### src/core/fsc_regs.vh
// Purpose: constants of the flash setup and abort-control block
// Assumes: 32-bit register bus with full byte addresses
// Notes: definitions only
`ifndef FSC_REGS_VH
`define FSC_REGS_VH

`define FSC_ADDR_UNLOCK_KEY 32'h40018020
`define FSC_ADDR_USER_SETUP 32'h40018038
`define FSC_ADDR_ABORT_LOC 32'h40018040
`define FSC_ADDR_AEN_LOW 32'h40018048
`define FSC_ADDR_AEN_HIGH 32'h4001804c
`define FSC_ADDR_ECC_CFG 32'h40018064
`define FSC_ADDR_KEY_STATUS 32'h400180f0

`define FSC_KEY_GENERAL 32'hf123f456
`define FSC_KEY_ECC 32'h5eccacce

`define FSC_BIT_MGMT_MODE 4
`define FSC_BIT_SWAP 3
`define FSC_BIT_AUTO_ADV 2
`define FSC_BIT_KH_DMA 1
`define FSC_BIT_DEBUG_EN 0

`define FSC_RST_MGMT_MODE 1'h1
`define FSC_RST_SWAP 1'h0
`define FSC_RST_AUTO_ADV 1'h0
`define FSC_RST_KH_DMA 1'h0
`define FSC_RST_DEBUG_EN 1'h0
`define FSC_RST_AEN_LOW 32'h00000000
`define FSC_RST_AEN_HIGH 23'h000000
`define FSC_RST_ECC_CFG 5'h00

`define FSC_AEN_HIGH_W 23
`define FSC_IRQ_W 55
`define FSC_ECC_CFG_W 5

`endif

### src/core/fsc_setup_abort.v
// Purpose: user setup, abort capture, abort permit and ecc config regs
// Assumes: one clock, synchronous reset, single-cycle register port
// Notes: read data appear in the cycle after the read strobe only
//
// What this block does
// [RULE1] read-only management flag bit 4, resets 1
// [RULE2] swap bit 3 swaps user flash arrays
// [RULE3] bit 2 auto-advance, bit 1 keyhole dma
// [RULE4] debug access only while bit 0 set
// [RULE5] kernel completion sets debug enable
// [RULE6] upper setup bits read as zero
// [RULE7] abort captures address being written
// [RULE8] software reads capture before next command
// [RULE9] capture register has no reset value
// [RULE10] low permit map gates interrupt aborts
// [RULE11] high map covers interrupts 32 to 54
// [RULE12] ecc config writable only after ecc key
// [RULE13] ecc config write clears the key
// [RULE14] user setup writable only under general key
// [RULE15] key register reads as zero
// [RULE16] locked writes are ignored
// [RULE17] permit maps reset to zero
`timescale 1ns/1ps
`include "fsc_regs.vh"

module fsc_setup_abort (
  input wire CLOCK, // system clock, 200 MHz
  input wire RESET, // synchronous reset, active high
  input wire [31:0] ADDR, // register byte address
  input wire [31:0] WDATA, // register write data
  input wire WR, // write strobe, one cycle
  input wire RD, // read strobe, one cycle
  output reg [31:0] RDATA, // read data, cycle after RD
  input wire MGMT_MODE, // management mode level from the device
  input wire KERNEL_DONE, // pulse when the boot kernel finishes
  input wire SWD_REQ, // debug port access request
  output reg SWD_GRANT, // debug port access allowed
  output reg ADDR_SWAP, // user flash array 0 and 1 swapped
  output reg AUTO_ADVANCE, // keyhole location auto-advance active
  output reg KEYHOLE_DMA, // keyhole dma mode
  input wire WRITE_ABORTED, // pulse: a flash write was aborted
  input wire [31:0] WRITE_LOCATION, // location being written
  input wire [`FSC_IRQ_W-1:0] IRQ, // pending system interrupts
  input wire CMD_ACTIVE, // write, erase, sign or verify running
  output wire CMD_ABORT, // abort request to the command engine
  output reg [`FSC_ECC_CFG_W-1:0] ECC_CFG // ecc error response config
);

  // register write decode
  wire wr_key;
  wire wr_setup;
  wire wr_aen_low;
  wire wr_aen_high;
  wire wr_ecc;
  wire gen_key_on;
  wire ecc_key_on;
  wire ecc_wr_ok;

  assign wr_key = WR & (ADDR == `FSC_ADDR_UNLOCK_KEY);
  assign wr_setup = WR & (ADDR == `FSC_ADDR_USER_SETUP);
  assign wr_aen_low = WR & (ADDR == `FSC_ADDR_AEN_LOW);
  assign wr_aen_high = WR & (ADDR == `FSC_ADDR_AEN_HIGH);
  assign wr_ecc = WR & (ADDR == `FSC_ADDR_ECC_CFG);
  assign ecc_wr_ok = wr_ecc & ecc_key_on; // [RULE12]

  // control state
  reg mgmt_ff;
  reg swap_ff;
  reg auto_adv_ff;
  reg kh_dma_ff;
  reg dbg_en_ff;
  reg [31:0] aen_low_ff;
  reg [`FSC_AEN_HIGH_W-1:0] aen_high_ff;
  reg [31:0] abort_loc_ff;

  fsc_keyguard u_keyguard (
    .clk(CLOCK),
    .rst(RESET),
    .key_wr(wr_key),
    .key_data(WDATA),
    .ecc_cfg_wr(ecc_wr_ok),
    .gen_key_on(gen_key_on),
    .ecc_key_on(ecc_key_on)
  );

  fsc_abort_gate u_abort_gate (
    .clk(CLOCK),
    .rst(RESET),
    .permit_low(aen_low_ff),
    .permit_high(aen_high_ff),
    .irq(IRQ),
    .cmd_active(CMD_ACTIVE),
    .abort_req(CMD_ABORT)
  );

  // management flag follows the device level once out of reset
  always @(posedge CLOCK) begin
    if (RESET) begin
      mgmt_ff <= `FSC_RST_MGMT_MODE; // [RULE1]
    end else begin
      mgmt_ff <= MGMT_MODE;
    end
  end

  // user setup fields; locked writes leave them untouched
  always @(posedge CLOCK) begin
    if (RESET) begin
      swap_ff <= `FSC_RST_SWAP;
      auto_adv_ff <= `FSC_RST_AUTO_ADV;
      kh_dma_ff <= `FSC_RST_KH_DMA;
      dbg_en_ff <= `FSC_RST_DEBUG_EN;
    end else begin
      if (wr_setup && gen_key_on) begin // [RULE14] [RULE16]
        swap_ff <= WDATA[`FSC_BIT_SWAP];
        auto_adv_ff <= WDATA[`FSC_BIT_AUTO_ADV];
        kh_dma_ff <= WDATA[`FSC_BIT_KH_DMA];
        dbg_en_ff <= WDATA[`FSC_BIT_DEBUG_EN];
      end
      // kernel completion wins over a same-cycle write of zero
      if (KERNEL_DONE) begin
        dbg_en_ff <= 1'b1; // [RULE5]
      end
    end
  end

  // abort permit maps
  always @(posedge CLOCK) begin
    if (RESET) begin
      aen_low_ff <= `FSC_RST_AEN_LOW; // [RULE17]
      aen_high_ff <= `FSC_RST_AEN_HIGH; // [RULE17]
    end else begin
      if (wr_aen_low) begin
        aen_low_ff <= WDATA; // [RULE10]
      end
      if (wr_aen_high) begin
        aen_high_ff <= WDATA[`FSC_AEN_HIGH_W-1:0]; // [RULE11]
      end
    end
  end

  // ecc config, accepted only with the ecc key active
  always @(posedge CLOCK) begin
    if (RESET) begin
      ECC_CFG <= `FSC_RST_ECC_CFG;
    end else if (ecc_wr_ok) begin // [RULE12] [RULE16]
      ECC_CFG <= WDATA[`FSC_ECC_CFG_W-1:0];
    end
  end

  // capture has no reset on purpose; it is only valid after an abort
  always @(posedge CLOCK) begin
    if (WRITE_ABORTED) begin
      abort_loc_ff <= WRITE_LOCATION; // [RULE7] [RULE9]
    end
  end

  // derived controls, all registered
  always @(posedge CLOCK) begin
    if (RESET) begin
      ADDR_SWAP <= 1'b0;
      AUTO_ADVANCE <= 1'b0;
      KEYHOLE_DMA <= 1'b0;
      SWD_GRANT <= 1'b0;
    end else begin
      // swap only takes effect in management mode
      ADDR_SWAP <= swap_ff & mgmt_ff; // [RULE1] [RULE2]
      // auto-advance is a non-dma feature only
      AUTO_ADVANCE <= auto_adv_ff & ~kh_dma_ff; // [RULE3]
      KEYHOLE_DMA <= kh_dma_ff; // [RULE3]
      SWD_GRANT <= SWD_REQ & dbg_en_ff; // [RULE4]
    end
  end

  // read mux
  reg [31:0] nxt_rdata;

  always @* begin
    nxt_rdata = 32'h00000000;
    case (ADDR)
      `FSC_ADDR_USER_SETUP: begin
        nxt_rdata[`FSC_BIT_MGMT_MODE] = mgmt_ff; // [RULE6]
        nxt_rdata[`FSC_BIT_SWAP] = swap_ff;
        nxt_rdata[`FSC_BIT_AUTO_ADV] = auto_adv_ff;
        nxt_rdata[`FSC_BIT_KH_DMA] = kh_dma_ff;
        nxt_rdata[`FSC_BIT_DEBUG_EN] = dbg_en_ff;
      end
      `FSC_ADDR_ABORT_LOC: begin
        nxt_rdata = abort_loc_ff;
      end
      `FSC_ADDR_AEN_LOW: begin
        nxt_rdata = aen_low_ff;
      end
      `FSC_ADDR_AEN_HIGH: begin
        nxt_rdata[`FSC_AEN_HIGH_W-1:0] = aen_high_ff;
      end
      `FSC_ADDR_ECC_CFG: begin
        nxt_rdata[`FSC_ECC_CFG_W-1:0] = ECC_CFG;
      end
      `FSC_ADDR_KEY_STATUS: begin
        nxt_rdata[1] = ecc_key_on;
        nxt_rdata[0] = gen_key_on;
      end
      `FSC_ADDR_UNLOCK_KEY: begin
        nxt_rdata = 32'h00000000; // [RULE15]
      end
      default: begin
        nxt_rdata = 32'h00000000;
      end
    endcase
  end

  // data stand only in the cycle after the read strobe
  always @(posedge CLOCK) begin
    if (RESET) begin
      RDATA <= 32'h00000000;
    end else if (RD) begin
      RDATA <= nxt_rdata;
    end else begin
      RDATA <= 32'h00000000;
    end
  end

endmodule

### src/core/fsc_keyguard.v
// Purpose: unlock key tracking for the protected registers
// Assumes: key_wr is a one-cycle strobe for a key register write
// Notes: both key states come straight from flip-flops
`timescale 1ns/1ps
`include "fsc_regs.vh"

module fsc_keyguard (
  input wire clk, // system clock
  input wire rst, // synchronous reset, active high
  input wire key_wr, // write strobe to the key register
  input wire [31:0] key_data, // value written to the key register
  input wire ecc_cfg_wr, // accepted write to the ecc config register
  output reg gen_key_on, // general key active
  output reg ecc_key_on // ecc key active
);

  always @(posedge clk) begin
    if (rst) begin
      gen_key_on <= 1'b0;
      ecc_key_on <= 1'b0;
    end else if (key_wr) begin
      // any other value relocks; user setup writes never relock
      gen_key_on <= (key_data == `FSC_KEY_GENERAL); // [RULE14]
      ecc_key_on <= (key_data == `FSC_KEY_ECC); // [RULE12]
    end else if (ecc_cfg_wr) begin
      ecc_key_on <= 1'b0; // [RULE13]
    end
  end

endmodule

### src/core/fsc_abort_gate.v
// Purpose: decide whether a pending interrupt aborts a running command
// Assumes: irq levels and cmd_active are synchronous to clk
// Notes: one cycle of latency from irq to abort_req
`timescale 1ns/1ps
`include "fsc_regs.vh"

module fsc_abort_gate (
  input wire clk, // system clock
  input wire rst, // synchronous reset, active high
  input wire [31:0] permit_low, // permit bits for interrupts 0..31
  input wire [`FSC_AEN_HIGH_W-1:0] permit_high, // interrupts 32..54
  input wire [`FSC_IRQ_W-1:0] irq, // pending system interrupts
  input wire cmd_active, // abortable command is running
  output reg abort_req // request to abort the running command
);

  wire [`FSC_IRQ_W-1:0] permit;
  assign permit = {permit_high, permit_low};

  always @(posedge clk) begin
    if (rst) begin
      abort_req <= 1'b0;
    end else begin
      abort_req <= cmd_active & (|(irq & permit)); // [RULE10] [RULE11]
    end
  end

endmodule

### config.mk
export PLATFORM = sky130hd
export DESIGN_NAME = fsc_setup_abort
export DESIGN_NICKNAME = d
export VERILOG_FILES = /design/src/core/fsc_setup_abort.v /design/src/core/fsc_keyguard.v /design/src/core/fsc_abort_gate.v
export VERILOG_INCLUDE_DIRS = /design/src /design/src/core
export SDC_FILE = /design/constraint.sdc
export NUM_CORES = 1
export LEC_CHECK = 0
export BUFFER_PORTS_ARGS = -buffer_cell sky130_fd_sc_hd__buf_2
export CORE_AREA = 4 4 140 142
export DETAILED_ROUTE_END_ITERATION = 6
export DIE_AREA = 0 0 144 146
export GPL_TIMING_DRIVEN = 0
export SYNTH_ARGS = -nofsm -noshare
export SYNTH_HDL_FRONTEND = slang
export SYNTH_SLANG_ARGS = --single-unit
export TNS_END_PERCENT = 100
### constraint.sdc
create_clock -name CLOCK -period 2.6 [get_ports CLOCK]
set_input_delay 0.26 -clock CLOCK [delete_from_list [all_inputs] [get_ports CLOCK]]
set_output_delay 0.26 -clock CLOCK [all_outputs]
set_load 0.01 [all_outputs]
# Yosys cells after proc, flatten, opt, wreduce, memory -nomap -nowiden
# Cells that the tools add are included.
[classes] reduce_logical=5 bitwise=13 mux=8 eq_ne=9
[op_table] op="$eq 32x31->1 const B" n=8
[op_table] op="$and 55x55->55" n=1
[op_table] op="$reduce_or 55->1" n=1
[op_table] op="$pmux 18 s3" n=1
[op_table] op="$eq 32x32->1 const B" n=1
[op_table] op="$pmux 9 s2" n=1
[op_table] op="$pmux 3 s5" n=1
[op_table] op="$pmux 2 s6" n=1
[op_table] op="$and 1x1->1" n=10
[op_table] op="$mux 1" n=4
[op_table] op="$reduce_bool 2->1" n=2
[op_table] op="$not 1->1" n=2
[op_table] op="$reduce_or 2->1" n=1
[op_table] op="$logic_and 1x1->1" n=1
[word_totals] regBits=136 word_cells=52 inputBits=160 output_inout_bits=42

# Depth between registers and ports, before layout
# Gate-level depths: netlist of the first run.
[depth] word_depth=5 depth_mapped=8 depth_no_buf=5

# Hierarchy
# From an unflattened synthesis of the first run, not the netlist that was laid out.
[hier_totals] hier_cells=544 hier_area_um2=5516.5
[modules_own_cells] mod="fsc_setup_abort" n_inst=1 area_each_um2=4961.0 seq_area_each_um2=2982.9 cells_each=484
[modules_own_cells] mod="fsc_abort_gate" n_inst=1 area_each_um2=336.6 seq_area_each_um2=20.0 cells_each=34
[modules_own_cells] mod="fsc_keyguard" n_inst=1 area_each_um2=219.0 seq_area_each_um2=40.0 cells_each=26

# Worst setup path after synthesis of the first run
# No wires, ideal clock.
[synth_timing] kind="reg2reg" startpoint="register aen_low_ff[25]" endpoint="register u_abort_gate.abort_req" slack_ns=0.868 t_arrival_ns=1.611 synth_period_minus_slack_ns=1.732 required_time_ns=2.478 path_buffers=0 setup_ns=0.122 stages_incl_launch_ff=6 path_cell_list="dfxtp_1 a22o_1 a221oi_1 nand3_1 or4_1 o311a_1"
[synth_between] elab_chain_len=3
[synth_rtl] element="start: declaration" line="fsc_setup_abort.v:72" source="reg [31:0] aen_low_ff;"
[synth_rtl] element="start signal: assignment" line="fsc_setup_abort.v:129" source="aen_low_ff <= `FSC_RST_AEN_LOW;"
[synth_rtl] element="$and 55x55->55" line="fsc_abort_gate.v:24" source="abort_req <= cmd_active & (|(irq & permit));"
[synth_rtl] element="$reduce_or 55->1" line="fsc_abort_gate.v:24"
[synth_rtl] element="$and 1x1->1" line="fsc_abort_gate.v:24"
[synth_rtl] element="end signal: assignment" line="fsc_abort_gate.v:24"
[synth_rtl] element="end: declaration" line="fsc_abort_gate.v:14" source="output reg abort_req"
# No other way between the ends.
# A chain may end at the register's enable or synchronous reset.

# Worst setup path after layout of the first run
# Same ends and word-level chain as after synthesis.

==> reports/results.tsv, run 1 <==
metric	value	unit
Crit. End Element	flop	
Startpoint Class	flop	
TritonCTS clock tree	built	
Final Hold Viols	0	
area growth from synthesis to layout	36.8	%
# Max-Cap Violations	0	
Fmax achieved	0.490	GHz
largest net degree at the start of global routing	33	
final count of negative-setup-slack endpoints	0	
first-pass GRT wire length	31.2	mm
Final WS setup	558	ps
Antenna Violating Nets Remaining	0	
Syn Inst Count	544	
initial antenna violation count	1	
maximum vdd drop	497	uV
Worst Skew	8.84	ps
Tightest Pin Transition	832	ps
DIE AREA	21000	sq um
post-synthesis cell area	5430	sq um
critical path data required time	2910	ps
Pwr Density	669	nW/um^2
Worst Setup Slack post-DPL	228	ps
Final HPWL DP	16.5	mm
EDFF count, synth	32	
Boundary Pins	202	
CTS clk-pin slew, worst paths	60	ps
Std-Cell Rows	50	
Fin Setup TNS	0	ps
outcome	finished, final reports clean	
Core Footprint	18500	sq um
DRT Pass-1 Iters	5	
vias in the first global route	5209	
Final period util	78.5	%
global router's overall resource usage	20.2	%
Initial Util	29.4	%
Die W	144	um
critical-path cell list	a22o_1 > a221oi_1 > nand3_1 > or4_1 > o311a_1	
vias per cell	5.21	
Clock Tree Root	clkbuf_16	
sequential fraction of the synthesis area	56.0	%
CP peak stage delay	570	ps
Final Critical Period	2040	ps
critical path's top delay family	compound AO/OA/AOI/OAI gates	
Synthesized Nets	704	
GRT overflow	0	
DRT iter0 DRCs	404	
ys flop type	dfxtp_1	
CTS Buf Count	17	
Vias	5319	
Die H	146	um
antenna cell count	0	
Yosys cell types	47	
WP buf/inv	0	
Placer Congestion	0.894	
nets	933	
worst slew margin relative to its limit	44.5	%
RSZ-0062 raised after global routing	no	
htree depth	4	
clock sinks	136	
leakage power	2.90	nW
DRC	0	
Syn Area/Cell	9.98	sq um
CTS Buffer Depth	2	
cts hold-fix bufs	9	
port bufs	201	
Post-synth ARST share	0	%
wire per inst	21.0	um
Max Slew Vio Count	0	
Setup Fix Bufs, Post-CTS	0	
critical-path maximum fanout	3	
cts repair resizes	0	
Worst EP arrival	2360	ps
worst skew pair latency	430	ps
worst setup path class	flop to flop	
Post-Route WL	21.4	mm
share of cells above drive strength 1	32.4	%
Synth warnings	0	
hold crit path type	input pin to flop	
flops & latches, synth	136	
CP max stage cell	or4_1	
==> cell usage after synthesis (6+ instances only) <==
master	n	area, sq um
mux2i_1	10	100
a222oi_1	10	100
nor4_1	6	37.5
buf_2	8	40.0
clkbuf_1	18	67.6
edfxtp_1	32	961
dfxtp_1	104	2080
nor2_1	17	63.8
nand4_1	12	75.1
a21oi_1	61	305
a211oi_1	13	97.6
nand2_1	132	495
nand3_1	6	30.0
a22oi_1	32	240
a221oi_1	6	52.6
a22o_1	17	149
==> kinds of logic (layout without fill, tap and decap cells) <==
group | count (synthesis) | after routing | share of synthesized area (%)
simple gates | 217 | 217 | 20.4
flops | 136 | 136 | 56.0
mux | 10 | 10 | 1.84
buf+inv | 37 | 279 | 3.57
compound gates | 144 | 144 | 18.1
==> cell type report <==
type,instances,area [sq um]
Fill cell,1840,11000
Sequential cell,136,3040
Multi-Input combinational cell,371,2190
Timing Repair Buffer,210,1100
Clock buffer,21,462
Tap cell,234,293
Buffer,33,179
Clock inverter,11,148
Inverter,4,15.0
==> worst paths after layout <==
check	startpoint	end	slack (ps)	cells after the start
max	aen_low_ff[25]	u_abort_gate.abort_req	560	5
min	WRITE_LOCATION[8]	abort_loc_ff[8]	10	1
max reg2reg	aen_low_ff[25]	u_abort_gate.abort_req	560	5
min reg2reg	abort_loc_ff[31]	RDATA[31]	450	1
==> power breakdown <==
group          internal (mW)  leakage [nW]  switching [mW]
sequential              2.21          1.15          0.0133
combinational          0.114          1.45           0.134
clock                   1.57         0.296           0.936
total                   3.89          2.90            1.08
==> sequential cells by signal, summed over array words and instances, names as in the netlist <==
register                count
RDATA                      32
abort_loc_ff               32
aen_low_ff                 32
aen_high_ff                23
ECC_CFG                     5
ADDR_SWAP                   1
AUTO_ADVANCE                1
KEYHOLE_DMA                 1
SWD_GRANT                   1
auto_adv_ff                 1
dbg_en_ff                   1
kh_dma_ff                   1
mgmt_ff                     1
swap_ff                     1
u_abort_gate.abort_req      1
u_keyguard.ecc_key_on       1
u_keyguard.gen_key_on       1
==> cells in the final DEF, fill, tap and decap left out, types with 2 or more instances in the layout <==
cell / instances
nor4b_4: 2
nand4_1: 12
clkinv_2: 3
nand3_1: 6
nand2_1: 132
a222oi_1: 10
a22o_1: 17
buf_2: 209
a211oi_1: 13
and4_1: 5
bufinv_16: 3
nand2b_1: 2
clkinv_4: 4
and2_1: 3
nor3_1: 2
buf_6: 5
or4b_2: 2
mux2i_1: 10
edfxtp_1: 32
nor2_1: 17
a221oi_1: 6
dlygate4sd3_1: 9
and3_1: 5
inv_1: 4
a21oi_1: 61
nor4_1: 6
nor4bb_1: 3
buf_4: 2
clkbuf_1: 21
clkbuf_16: 18
o311ai_0: 2
or4_1: 2
a22oi_1: 32
nor4b_1: 4
dfxtp_1: 104
==> through the flow <==
step / total power, mW / cell area (sq um) / utilization, % / std cells / hold slack (ps)
after floorplan: 2.30 / 5430 / - / 544 / 359
after global placement: 2.50 / 6730 / 36.5 / 979 / 438
after detailed placement: 2.50 / 6730 / 36.5 / 979 / 438
after CTS: 4.99 / 7430 / 40.3 / 1020 / 1.75
after global routing: 5.11 / 7430 / 40.3 / 1020 / 1.34
final: 4.97 / 7430 / 40.3 / 1020 / 12.7
==> metal layers <==
metal / share of wire (%) / global-route usage, % / up-vias
met1: 43 / 27.6 / 2508
met2: 45 / 30.6 / 288
li1: - / - / 2481
met4: 2.6 / 7.49 / 2
met3: 9.9 / 5.49 / 40
met5: 0.061 / 0 / -
(Power assumes the default switching activity.)
==> inputs of run 2 (changes only) <==
--- a/config.mk
+++ b/config.mk
@@ -6,10 +6,11 @@
 export SDC_FILE = /design/constraint.sdc
 export NUM_CORES = 1
 export LEC_CHECK = 0
+export ABC_AREA = 1
 export BUFFER_PORTS_ARGS = -buffer_cell sky130_fd_sc_hd__buf_2
-export CORE_AREA = 4 4 140 142
+export CORE_AREA = 4 4 147 149
 export DETAILED_ROUTE_END_ITERATION = 6
-export DIE_AREA = 0 0 144 146
+export DIE_AREA = 0 0 151 153
 export GPL_TIMING_DRIVEN = 0
 export SYNTH_ARGS = -nofsm -noshare
 export SYNTH_HDL_FRONTEND = slang
==> constraint.sdc (replaced) <==
create_clock -name CLOCK -period 1.8 [get_ports CLOCK]
set_input_delay 0.18 -clock CLOCK [delete_from_list [all_inputs] [get_ports CLOCK]]
set_output_delay 0.18 -clock CLOCK [all_outputs]
set_load 0.01 [all_outputs]
==> run 2 against run 1 <==
Final area grew 12%. Largest cell class unchanged. Clock power grew 42%. Global-route usage shrank 1.5 points. Non-clock buffer count grew 21. Synthesized cell count grew 43%. Wire length grew 2.1%.
==> reports/results.tsv, run 2 <==
metric	value	unit	change
outcome	finished, final reports clean		
CTS Buf Count	17		unchanged
htree depth	4		unchanged
Std-Cell Rows	52		+4.0%
Post-synth ARST share	0	%	unchanged
most frequent cell after synthesis	nand2_1		
wire per inst	16.6	um	-21%
maximum vdd drop	665	uV	+34%
critical path data required time	2120	ps	-790 ps
flops & latches, synth	136		unchanged
cts repair resizes	0		unchanged
Yosys cell types	30		-36%
R2R setup slack	530	ps	-30 ps
met2 WL	10.2	mm	+6.7%
Synth warnings	0		unchanged
post-synth top area share	34.6	%	-3.7 points
most frequent cells in the layout	208 x buf_2, 172 x nand2_1, 104 x dfxtp_1, 91 x inv_1, 91 x nor2_1		
Final period util	92.3	%	
Die W	151	um	+4.9%
Boundary Pins	202		unchanged
share of cells above drive strength 1	27.4	%	-5.1 points
Final Hold Viols	0		unchanged
Worst Skew	10.9	ps	+2.06 ps
Post-synth top cells	172 x nand2_1, 104 x dfxtp_1, 91 x inv_1, 91 x nor2_1, 54 x a21oi_1		
critical-path maximum fanout	10		+7
Clock Tree Root	clkbuf_16		
initial antenna violation count	2		+1
sequential fraction of the synthesis area	50.6	%	-5.5 points
Initial Util	29.8	%	+0.41 points
worst slew margin relative to its limit	45.8	%	+1.3 points
Syn Inst Count	776		+43%
Core Footprint	20200	sq um	+9.3%
critical-path cell list	clkbuf_1 > inv_1 > nand2_1 > clkinv_1 > clkbuf_1 > nand2_1 > inv_1		
Final Critical Period	1660	ps	
cts hold-fix bufs	37		+28
final count of negative-setup-slack endpoints	0		unchanged
CTS Buffer Depth	2		unchanged
Vias	6067		+14%
vias per cell	4.61		-12%
critical path's top delay family	buffers and inverters		
Synthesized Nets	936		+33%
Die H	153	um	+4.8%
DRT iter0 DRCs	495		+23%
Antenna Violating Nets Remaining	0		unchanged
Area contributors post-synth	dfxtp_1 35%, edfxtp_1 16%, nand2_1 11%		
CP max stage cell	clkbuf_1		
Placer Congestion	0.836		-6.6%
port bufs	200		-0.50%
biggest regs	RDATA x32, abort_loc_ff x32, aen_low_ff x32		
Worst EP arrival	1980	ps	-380 ps
EDFF count, synth	32		unchanged
DIE AREA	23100	sq um	+9.9%
nets	1192		+28%
worst setup path class	input pin to flop		
Setup Fix Bufs, Post-CTS	0		unchanged
hold crit path type	input pin to flop		
most common cell after layout, fill and taps aside	buf_2		
CP peak stage delay	400	ps	-170 ps
worst skew pair latency	430	ps	about the same
TritonCTS clock tree	built		
Max Used Layer	met5		
met3 WL post-DR	1.56	mm	-26%
CTS clk-pin slew, worst paths	60	ps	about the same
Tightest Pin Transition	813	ps	-19.0 ps
Fin Setup TNS	0	ps	unchanged
Syn Area/Cell	7.76	sq um	-22%
WP buf/inv	5		+5
M1 WL	9.82	mm	+7.6%
DRT Pass-1 Iters	6		+1
# Max-Cap Violations	0		unchanged
GRT overflow	0		unchanged
global router's overall resource usage	18.7	%	-1.5 points
Post-Route WL	21.8	mm	+2.1%
post-synthesis cell area	6020	sq um	+11%
Max Slew Vio Count	0		unchanged
DRC	0		unchanged
ys flop type	dfxtp_1		
Crit. End Element	flop		
antenna cell count	0		unchanged
RSZ-0062 raised after global routing	no		
Fin Hold WS	20.1	ps	+7.41 ps
clock sinks	136		unchanged
Startpoint Class	input pin		
dominant cell type by area after synthesis	dfxtp_1		
leakage power	3.99	nW	+38%
Final HPWL DP	16.7	mm	+1.2%
Pwr Density	866	nW/um^2	+29%
area growth from synthesis to layout	38.4	%	
largest net degree at the start of global routing	33		unchanged
first-pass GRT wire length	32.8	mm	+5.2%
Fmax achieved	0.602	GHz	
vias in the first global route	6103		+17%
## run 2: changes by cell type in the layout (fill, tap and decap cells not counted), moves of 28 or more
| cell | before | now |
|---|---|---|
| nand2_1 | 132 | 172 |
| dlygate4sd3_1 | 9 | 37 |
| nand3_1 | 6 | 50 |
| a22oi_1 | 32 | 0 |
| inv_1 | 4 | 91 |
| nor2_1 | 17 | 91 |
| o21ai_0 | 0 | 51 |
## run 2: worst min-delay path, cell delays in order
cell and delay [ps]:
buf_2 110, inv_1 60, a21oi_2 40
## run 2: layout make-up
| cell class | instances | area [sq um] |
|---|---|---|
| fillers | 2131 | 11800 |
| flip-flops and latches | 136 | 3040 |
| multi-input cells | 514 | 2440 |
| repair buffers | 237 | 1370 |
| clock buffers | 23 | 522 |
| inverters | 99 | 373 |
| well taps | 270 | 338 |
| plain buffers | 27 | 164 |
| clock inverters | 9 | 82.6 |
## run 2: logic make-up after synthesis
group | count (synthesis) | synth area share, %
AO/OA/AOI/OAI | 147 | 13.8
flip-flops | 136 | 50.6
AND/OR/NAND/NOR | 367 | 26.7
buffers and inverters | 126 | 8.92
## run 2: layer usage
metal / global-route usage (%) / vias up
li1: - / 3048
met1: 24.4 / 2789
met2: 30.4 / 206
met3: 5.69 / 20
met4: 4.15 / 4
met5: 0 / -
## run 2: stage by stage
step / power [mW] / util [%] / instance area (sq um) / worst slack [ps] / instances
6_report: 7.21 / 41.3 / 8330 / 138 / 1315
5_1_grt: 7.44 / 41.3 / 8330 / 21.5 / 1315
3_3_place_gp: 3.66 / 36.5 / 7360 / -242 / 1246
2_1_floorplan: 3.38 / - / 6020 / 428 / 776
3_5_place_dp: 3.66 / 36.5 / 7360 / -257 / 1246
4_1_cts: 7.26 / 41.3 / 8330 / 180 / 1315
## run 2: worst paths after layout
path,from,end,cells after the start
worst max-delay path,RESET,RDATA[12],7
worst min-delay path,WDATA[25],aen_low_ff[25],3
worst max register to register,aen_high_ff[8],u_abort_gate.abort_req,8
worst min register to register,dbg_en_ff,SWD_GRANT,2
## run 2: report_power, final
| group | switching [mW] | internal (mW) |
|---|---|---|
| sequential | 0.0199 | 3.19 |
| combinational | 0.238 | 0.211 |
| clock | 1.37 | 2.19 |
| total | 1.62 | 5.59 |
